File: src/clock_gate_cells.sv
// Constants package for the peripheral clock gate bank and its enable-register cell
`timescale 1ns/1ps

package clock_gate_pkg;

    // Register bus geometry
    localparam int unsigned ADDR_W    = 12;
    localparam int unsigned DATA_W    = 32;

    // Register byte addresses
    localparam logic [11:0] OFF_SERIAL_AND_BUS = 12'h000;
    localparam logic [11:0] OFF_PORT_AND_TIMER = 12'h004;

    // Field positions in serial_and_bus_clock_gates
    localparam int unsigned SERIAL_LSB   = 10;  // Bits 12..10, port 2 down to 0
    localparam int unsigned SERIAL_W     = 3;
    localparam int unsigned TWO_WIRE_LSB = 6;   // Bits 7..6, bus 1 down to 0
    localparam int unsigned TWO_WIRE_W   = 2;

    // Field positions in port_and_timer_clock_gates
    localparam int unsigned PIN_PORT_LSB = 9;   // Bits 13..9, port E down to A
    localparam int unsigned PIN_PORT_W   = 5;
    localparam int unsigned TIMER_BIT    = 0;

    // Reserved fields that always read as one
    localparam logic [31:0] ONES_SERIAL_AND_BUS = 32'h0000_0030;
    localparam logic [31:0] ONES_PORT_AND_TIMER = 32'h0000_0180;

    // Gate enables carried together
    typedef struct packed {
        logic [SERIAL_W-1:0]   serial_port;   // [2] port 2 .. [0] port 0
        logic [TWO_WIRE_W-1:0] two_wire_bus;  // [1] bus 1 .. [0] bus 0
        logic [PIN_PORT_W-1:0] pin_port;      // [4] port E .. [0] port A
        logic                  timer_access;
    } gates_t;

    localparam int unsigned GATES_W     = $bits(gates_t);
    localparam gates_t      GATES_RESET = '0;  // All clocks stopped, timer locked

endpackage

////////////////////////////////////////////////////////////////////////////////

// Bank of enable flops that feed the downstream clock gates
module clock_enable_cells #(
    parameter int unsigned WIDTH = 1
) (
    input  wire logic             clk_in,
    input  wire logic             reset_in,
    input  wire logic [WIDTH-1:0] enable_in,
    output logic      [WIDTH-1:0] enable_out
);

    logic [WIDTH-1:0] enable_d;
    logic [WIDTH-1:0] enable_q;

    // Enables only move at a rising edge, so a low-phase latch gate never chops a pulse
    always_comb begin
        enable_d = enable_in;
    end

    // Register the enables
    always_ff @(posedge clk_in) begin
        if (reset_in) begin
            enable_q <= '0;
        end else begin
            enable_q <= enable_d;
        end
    end

    assign enable_out = enable_q;

endmodule

File: src/peripheral_clock_gate_bank.sv
// Peripheral clock gate bank: two gating registers behind an APB slave
//
// Our own choices: register access over APB and the register addresses.

`timescale 1ns/1ps

module peripheral_clock_gate_bank (
    input  wire logic                 CLK_IN,
    input  wire logic                 RESET_IN,
    input  wire logic                 PSEL_IN,
    input  wire logic                 PENABLE_IN,
    input  wire logic                 PWRITE_IN,
    input  wire logic [11:0]          PADDR_IN,
    input  wire logic [31:0]          PWDATA_IN,
    output logic                      PREADY_OUT,
    output logic      [31:0]          PRDATA_OUT,
    output logic                      PSLVERR_OUT,
    output clock_gate_pkg::gates_t    GATES_OUT
);

    ////////////////////////////////////////////////////////////////////////////
    // Register image functions

    // Read image of either register for a given address
    function automatic logic [31:0] read_image(
        input logic [11:0]            addr,
        input clock_gate_pkg::gates_t g
    );
        logic [31:0] w;
        w = '0;
        if (addr == clock_gate_pkg::OFF_SERIAL_AND_BUS) begin
            w = clock_gate_pkg::ONES_SERIAL_AND_BUS;
            w[clock_gate_pkg::SERIAL_LSB +: clock_gate_pkg::SERIAL_W]     = g.serial_port;
            w[clock_gate_pkg::TWO_WIRE_LSB +: clock_gate_pkg::TWO_WIRE_W] = g.two_wire_bus;
        end else if (addr == clock_gate_pkg::OFF_PORT_AND_TIMER) begin
            w = clock_gate_pkg::ONES_PORT_AND_TIMER;
            w[clock_gate_pkg::PIN_PORT_LSB +: clock_gate_pkg::PIN_PORT_W] = g.pin_port;
            w[clock_gate_pkg::TIMER_BIT] = g.timer_access;
        end
        return w;  // Every other bit stays zero
    endfunction

    // Address decode shared by the bus slave and the checks
    function automatic logic is_mapped(input logic [11:0] addr);
        return (addr == clock_gate_pkg::OFF_SERIAL_AND_BUS) ||
               (addr == clock_gate_pkg::OFF_PORT_AND_TIMER);
    endfunction

    ////////////////////////////////////////////////////////////////////////////
    // Bus slave state

    localparam int unsigned GW = clock_gate_pkg::GATES_W;

    logic                   pready_d;
    logic                   pready_q;
    logic [31:0]            prdata_d;
    logic [31:0]            prdata_q;
    logic                   pslverr_d;
    logic                   pslverr_q;
    clock_gate_pkg::gates_t gates_d;
    clock_gate_pkg::gates_t gates_q;
    logic                   access_wait;
    logic                   access_done;
    logic                   write_done;
    logic [GW-1:0]          enables_out;

    // Every transfer takes one wait state: the first access cycle only loads the answer
    // registers, and ready, data and error then stand for exactly one cycle.
    // A write lands on the edge that samples ready, so a refused write never reaches
    // the gate image.
    // First access cycle waits, the second completes with pready
    assign access_wait = PSEL_IN && PENABLE_IN && !pready_q;
    assign access_done = PSEL_IN && PENABLE_IN && pready_q;
    assign write_done  = access_done && PWRITE_IN && !pslverr_q;

    // Answer: ready, read data and error for the wait cycle
    always_comb begin
        pready_d  = access_wait;
        pslverr_d = access_wait && !is_mapped(PADDR_IN);  // Unmapped address answers with error
        prdata_d  = '0;
        if (access_wait && !PWRITE_IN) begin
            prdata_d = read_image(PADDR_IN, gates_q);
        end
    end

    // Register contents: writes land on the edge that completes the transfer
    always_comb begin
        gates_d = gates_q;
        if (write_done && (PADDR_IN == clock_gate_pkg::OFF_SERIAL_AND_BUS)) begin
            gates_d.serial_port  = PWDATA_IN[clock_gate_pkg::SERIAL_LSB +: clock_gate_pkg::SERIAL_W];
            gates_d.two_wire_bus = PWDATA_IN[clock_gate_pkg::TWO_WIRE_LSB +: clock_gate_pkg::TWO_WIRE_W];
        end
        if (write_done && (PADDR_IN == clock_gate_pkg::OFF_PORT_AND_TIMER)) begin
            gates_d.pin_port     = PWDATA_IN[clock_gate_pkg::PIN_PORT_LSB +: clock_gate_pkg::PIN_PORT_W];
            gates_d.timer_access = PWDATA_IN[clock_gate_pkg::TIMER_BIT];
        end
    end

    // Register the slave and the gate image
    always_ff @(posedge CLK_IN) begin
        if (RESET_IN) begin
            pready_q  <= 1'b0;
            prdata_q  <= '0;
            pslverr_q <= 1'b0;
            gates_q   <= clock_gate_pkg::GATES_RESET;
        end else begin
            pready_q  <= pready_d;
            prdata_q  <= prdata_d;
            pslverr_q <= pslverr_d;
            gates_q   <= gates_d;
        end
    end

    assign PREADY_OUT  = pready_q;
    assign PRDATA_OUT  = prdata_q;
    assign PSLVERR_OUT = pslverr_q;

    ////////////////////////////////////////////////////////////////////////////
    // Gate enables to the peripherals
    // The gate cells sit beside each peripheral and hold their enable through the low
    // clock phase; this block only promises that every enable moves on a rising edge,
    // one cycle after the register image, and nowhere else.

    // One enable flop per gate, changing only on a clock edge
    clock_enable_cells #(
        .WIDTH (GW)
    ) u_enables (
        .clk_in     (CLK_IN),
        .reset_in   (RESET_IN),
        .enable_in  (gates_q),
        .enable_out (enables_out)
    );

    assign GATES_OUT = clock_gate_pkg::gates_t'(enables_out);

    // Request kinds decoded once for the checks below
    logic read_one;
    logic read_two;
    logic write_one;
    logic write_two;

    assign read_one  = access_wait && !PWRITE_IN && (PADDR_IN == clock_gate_pkg::OFF_SERIAL_AND_BUS);
    assign read_two  = access_wait && !PWRITE_IN && (PADDR_IN == clock_gate_pkg::OFF_PORT_AND_TIMER);
    assign write_one = write_done && (PADDR_IN == clock_gate_pkg::OFF_SERIAL_AND_BUS);
    assign write_two = write_done && (PADDR_IN == clock_gate_pkg::OFF_PORT_AND_TIMER);
endmodule

File: config.mk
export PLATFORM = sky130hd
export DESIGN_NAME = peripheral_clock_gate_bank
export DESIGN_NICKNAME = d
export VERILOG_FILES = /design/src/clock_gate_cells.sv /design/src/peripheral_clock_gate_bank.sv
export SDC_FILE = /design/constraint.sdc
export NUM_CORES = 1
export LEC_CHECK = 0
export BUFFER_PORTS_ARGS = -buffer_cell sky130_fd_sc_hd__buf_2
export CAP_MARGIN = 15
export CORE_ASPECT_RATIO = 0.5
export CORE_MARGIN = 2
export CORE_UTILIZATION = 42
export CTS_CLUSTER_DIAMETER = 40
export DETAILED_ROUTE_END_ITERATION = 8
export PLACE_DENSITY = 0.93
export SYNTH_ARGS = -nofsm -noshare
export SYNTH_HDL_FRONTEND = slang
export SYNTH_HIERARCHICAL = 1
export SYNTH_SLANG_ARGS = --single-unit
File: constraint.sdc
create_clock -name CLK_IN -period 3.2 [get_ports CLK_IN]
set_input_delay 0.8 -clock CLK_IN [delete_from_list [all_inputs] [get_ports CLK_IN]]
set_output_delay 0.8 -clock CLK_IN [all_outputs]
set_load 0.02 [all_outputs]
==> results of run 1 <==
==> worst reg2reg max path, stage by stage (launching register included) <==
cell,delay (ns)
dfxtp_1,0.34
nor4bb_1,0.88
buf_4,0.29
nand4b_1,0.13
a21oi_1,0.18
==> synth_stat cells <==
master     n  area share
a21oi_1   11       0.040
and2_1     1      0.0045
and2b_2    1      0.0063
and3_1     4       0.018
buf_2      3       0.011
buf_4     22        0.12
buf_6      1      0.0081
clkbuf_1   4       0.011
conb_1     1      0.0027
dfxtp_1   34        0.49
inv_1      1      0.0027
mux2i_1    3       0.022
nand2_1    2      0.0054
nand3_1    2      0.0072
nand4_1    6       0.027
nand4b_1   5       0.032
nor2_1     7       0.019
nor2b_2    8       0.050
nor2b_4    2       0.020
nor3_1     2      0.0072
nor3b_2    1      0.0090
nor4_2     2       0.018
nor4bb_1   2       0.014
o21ai_0   11       0.040
or3_1      2      0.0090
or4b_2     1      0.0072
==> cell type report <==
| cell class | count | area [sq um] | area share |
|---|---|---|---|
| clock inverters | 2 | 10.0 | 0.00613 |
| well taps | 40 | 50.0 | 0.0307 |
| flip-flops and latches | 34 | 681 | 0.417 |
| clock buffers | 5 | 68.8 | 0.0421 |
| repair buffers | 49 | 248 | 0.152 |
| inverters | 1 | 3.75 | 0.00230 |
| multi-input cells | 94 | 572 | 0.350 |
==> worst paths after layout <==
kind                                                  to  slack (ns)  cells after the start
worst min register to register  u_enables/enable_out[10]        0.48                      1
worst max register to register                gates_q[9]        1.31                      4
worst max-delay path                          gates_q[9]        0.96                      6
worst min-delay path            u_enables/enable_out[10]        0.48                      1
==> flip-flops by register name, indices dropped and copies added, names as in the netlist <==
name	count
PRDATA_OUT	10
PREADY_OUT	1
PSLVERR_OUT	1
gates_q	11
u_enables/enable_out	11
==> per-stage QoR <==
step / worst slack (ns) / cell area (sq um) / power, mW / utilization
2_1_floorplan: 1.30 / 1460 / 0.492 / -
3_3_place_gp: 0.800 / 1550 / 0.490 / 0.504
3_5_place_dp: 0.771 / 1550 / 0.492 / 0.504
4_1_cts: 1.05 / 1630 / 0.773 / 0.530
5_1_grt: 0.903 / 1630 / 0.800 / 0.530
6_report: 0.963 / 1630 / 0.770 / 0.530
==> cells by family (layout without fill, tap and decap cells) <==
family	after synthesis	after routing	share of synthesized area
simple gates	48	48	0.254
mux	3	3	0.0216
compound gates	22	22	0.0793
flops	34	34	0.491
buf+inv	31	57	0.151
other cells	1	21	0.00270
==> layer usage <==
layer | global-route usage | up-vias | wire length (um)
met3 | 0.0616 | 12 | 301
li1 | - | 530 | -
met4 | 0.0825 | 0 | 79
met5 | 0 | - | 0
met2 | 0.264 | 80 | 1430
met1 | 0.179 | 517 | 1110
==> power by group through the flow <==
stage / clock [mW] / sequential (mW) / combinational (mW)
3_3_place_gp: 0 / 0.434 / 0.0560
2_1_floorplan: 0 / 0.436 / 0.0561
6_report: 0.287 / 0.425 / 0.0585
5_1_grt: 0.312 / 0.425 / 0.0623
4_1_cts: 0.290 / 0.425 / 0.0574
3_5_place_dp: 0 / 0.435 / 0.0569
==> layout by cell type, fill, tap and decap left out, types with 4 or more instances in the layout <==
cell type,netlist,routed
o21ai_0,11,11
nand4b_1,5,5
a21oi_1,11,11
buf_2,3,48
dfxtp_1,34,34
nor2_1,7,7
conb_1,1,21
nor2b_2,8,8
and3_1,4,4
clkbuf_8,0,5
nand4_1,6,6
==> metrics, run 1 <==
DIE WIDTH=85.3 um; largest net degree at the start of global routing=24; Avg WL per Cell=about 13 um; final hold violations=0; Leak=about 0.75 nW; maxcap violations=0; CP delay by family, top=simple AND/OR/NAND/NOR gates; Sink Count=34; total number of vias=approximately 1100; hold slack=0.483 ns; syn_area_per_cell=between 9 and 10 sq um; worst-path fanout max=6; TNS Setup=0 ns; switching part of the total=0.240; count of final setup violators=0; setup bufs post-CTS=0; Slowest-stage cell, CP=nor4bb_1; # DRC=0; I/O pin total=94; die area=between 3000 and 4000 sq um; Non-Filler Instances=225; Initial Util=0.450; share of cells above drive strength 1=0.384; CP arrival=between 2 and 2.5 ns; f_max=about 450 MHz; WP buf/inv=2; PwrDens=~470 nW/um^2; Pre-antenna DRT Iters=4; final global-route overflow total=0; CTS tree=built; Final ANT Viol Nets=0; Root Driver=clkbuf_8; Worst Skew=around 0.0063 ns; sequential fraction of design power=0.552; All-Layer GR Usage=0.157; slew margin rel.=0.308; count of cell types in the netlist=26; crit path launch=PENABLE_IN; Clock power frac=0.372; Post-CTS Resized=0; Comb pwr share=0.076; H-tree lvl count=2; core area=slightly above 3000 sq um; Routed WL=approximately 3 mm; Post-layout nets=approximately 230; worst hold path type=register to register; critical path class=input pin to register; Critical Path RT=about 3.4 ns; DRT iter0 DRCs=about 100; # port buffers=48; RSZ-0062 raised after global routing=no; number of fill cells in the layout=~260; Worst Tran Pin Value=~1.0 ns; gpl congestion=around 0.74; mapped cell area=1390 sq um; Detail Placement HPWL=roughly 2.1 mm; Peak VDD IR=203 uV; Seq/Total Area, Yosys=0.491; Final Slew Violations=0; drt via density=5.06; CTS max path bufs=2; Cell Int Power=slightly below 600 uW; clock transition at the registers of the reported paths=~0.06 ns; ant diodes=0; status=completed; # rows=14; Worst setup SP type=input pin; switching power total=around 190 uW; Cells after Synth=roughly 140; number of synthesized register bits=34; Tmin final=roughly 2.2 ns; vias in the first global route=997; Clock Latency Late Sink=~0.28 ns; yosys warns=6; Largest stage delay, worst path=about 0.87 ns; min-delay src=gates_q[10]; Post-CTS Hold Buffers=0; reg2reg start=PSLVERR_OUT; P&R area growth vs syn=17.7%; DP Cell Count=roughly 220; CP cell instances=buf_2 > nand2_1 > nor4bb_1 > buf_4 > nand4b_1 > a21oi_1; initial antenna violation count=0; Die Height=roughly 45 um; total CTS buffers=5; crit path capture type=register; Period Utilization, post-route=0.699; first-pass GRT wire length=4.49 mm
Note: power is estimated with default switching activity, not from simulation.
==> inputs of run 2 (changes only) <==
--- a/config.mk
+++ b/config.mk
@@ -9,10 +9,10 @@
 export CAP_MARGIN = 15
 export CORE_ASPECT_RATIO = 0.5
 export CORE_MARGIN = 2
-export CORE_UTILIZATION = 42
+export CORE_UTILIZATION = 41
 export CTS_CLUSTER_DIAMETER = 40
 export DETAILED_ROUTE_END_ITERATION = 8
-export PLACE_DENSITY = 0.93
+export PLACE_DENSITY = 0.91
 export SYNTH_ARGS = -nofsm -noshare
 export SYNTH_HDL_FRONTEND = slang
 export SYNTH_HIERARCHICAL = 1
==> constraint.sdc (replaced) <==
create_clock -name CLK_IN -period 2.1 [get_ports CLK_IN]
set_input_delay 0.525 -clock CLK_IN [delete_from_list [all_inputs] [get_ports CLK_IN]]
set_output_delay 0.525 -clock CLK_IN [all_outputs]
set_load 0.02 [all_outputs]
==> metrics, run 2 (synthesized netlist as in run 1, its figures left out) <==
core area=3120 sq um (+1.1%); Root Driver=clkbuf_8; Non-Filler Instances=229 (+1.8%); multi-input logic area=572 sq um (unchanged); CP arrival=1.93 ns (-0.51 ns); setup bufs post-CTS=0 (unchanged); Final ANT Viol Nets=0 (unchanged); Tmin final=1.71 ns; All-Layer GR Usage=0.144 (-0.0135); total CTS buffers=5 (unchanged); H-tree lvl count=2 (unchanged); Leak=0.766 nW (+2.3%); share of cells above drive strength 1=0.397 (+0.0130); met1 wire length=1.05 mm (-5.4%); die area=3890 sq um (+2.3%); Worst Reg-to-Reg Cells=3 (-1); ant diodes=0 (unchanged); Post-layout nets=237 (+1.3%); CTS tree=built; Detail Placement HPWL=1.96 mm (-4.6%); drt via density=4.65 (-8.1%); met3 routed WL=270 um (-10%); reg2reg start=PSLVERR_OUT; WL met2=1.36 mm (-4.3%); DIE WIDTH=86.3 um (+1.2%); DRT iter0 DRCs=103 (+0.98%); Worst Skew=0.00276 ns (-0.00357 ns); Clock Latency Late Sink=0.28 ns (about the same); count of final setup violators=0 (unchanged); total number of vias=1065 (-6.5%); fin util=0.536 (+0.00649); highest metal used=met4; Initial Util=0.445 (-0.00506); hold path cells=1 (unchanged); worst r2r dst=gates_q[2]; FF+latch area=681 sq um (unchanged); Die Height=45.1 um (+1.1%); largest net degree at the start of global routing=23 (-4.2%); DP Cell Count=221 (+1.4%); Final Slew Violations=0 (unchanged); P&R area growth vs syn=20.5%; Critical Path RT=2.32 ns (-1.09 ns); crit path capture type=register; Period Utilization, post-route=0.815; Post-CTS Resized=0 (unchanged); Sink Count=34 (unchanged); TNS Setup=0 ns (unchanged); maxcap violations=0 (unchanged); PwrDens=732 nW/um^2 (+55%); crit path launch=PADDR_IN[1]; # port buffers=48 (unchanged); CTS max path bufs=2 (unchanged); clock transition at the registers of the reported paths=0.07 ns (about the same); Pre-antenna DRT Iters=4 (unchanged); # DRC=0 (unchanged); commonest non-fill, non-tap cell in the layout=buf_2; worst-path fanout max=12 (+6); I/O pin total=94 (unchanged); vias in the first global route=918 (-7.9%); Routed WL=2.71 mm (-7.0%); first-pass GRT wire length=4.14 mm (-7.8%); f_max=around 580 MHz; critical path class=input pin to register; number of fill cells in the layout=265 (+0.38%); RSZ-0062 raised after global routing=no; initial antenna violation count=0 (unchanged); Avg WL per Cell=11.8 um (-8.6%); most frequent cells in the layout=buf_2 (48), dfxtp_1 (34), conb_1 (21), o21ai_0 (11), a21oi_1 (11); final hold violations=0 (unchanged); Post-CTS Hold Buffers=0 (unchanged); Worst setup SP type=input pin; gpl congestion=0.770 (+3.6%); status=completed; r2r setup slk=0.60 ns (-0.71 ns); final global-route overflow total=0 (unchanged); min-delay src=gates_q[10]; # rows=14 (unchanged); worst hold path type=register to register; Peak VDD IR=261 uV (+28%); worst hold endpoint=u_enables/enable_out[10]
## run 2: changes by cell type in the layout (fill, tap and decap cells not counted)
cell and change:
clkbuf_8 +1, clkinvlp_4 +1, buf_4 +3, clkinv_2 -1
## run 2: per-stage QoR
step	cell area [sq um]	hold slack, ns	total power, mW	worst slack [ns]
floorplan	1460	0.446	0.749	0.472
global placement	1580	0.467	0.751	0.209
detailed placement	1580	0.469	0.752	0.0587
CTS	1670	0.484	1.24	0.353
global route	1670	0.503	1.28	0.385
finish	1670	0.479	1.22	0.388
## run 2: critical path, cell delays in order
cell and delay (ns):
buf_2 0.10, nor4_2 0.29, nand3_1 0.16, buf_4 0.20
nor3_1 0.42, and3_1 0.23
## run 2: layer usage
| metal | GRT usage | vias up |
|---|---|---|
| met5 | 0 | - |
| met4 | 0.0656 | 0 |
| met3 | 0.0494 | 4 |
| met2 | 0.254 | 58 |
| met1 | 0.163 | 469 |
| li1 | - | 534 |
## run 2: layout make-up
type	count	share of cell area
timing repair buffer	52	0.162
inverter	1	0.00225
multi-input combinational	94	0.342
clock buffer	6	0.0494
clock inverter	2	0.00749
sequential	34	0.407
tap	40	0.0299
## run 2: worst max-delay path by stage
stage / end / slack (ns) / cells after the start
after floorplan: PRDATA_OUT[6] / 0.47 / 5
after global placement: PRDATA_OUT[0] / 0.21 / 6
after detailed placement: PRDATA_OUT[0] / 0.06 / 6
after CTS: PRDATA_OUT[0] / 0.35 / 6
after global routing: PRDATA_OUT[0] / 0.38 / 6
final: PRDATA_OUT[0] / 0.39 / 6
## run 2: where the power goes
part,total (mW),switching [mW],internal [mW],leakage [nW]
clock network,0.485,0.222,0.263,0.0472
registers,0.648,0.00132,0.646,0.274
logic,0.0905,0.0643,0.0262,0.444
total,1.22,0.288,0.935,0.766
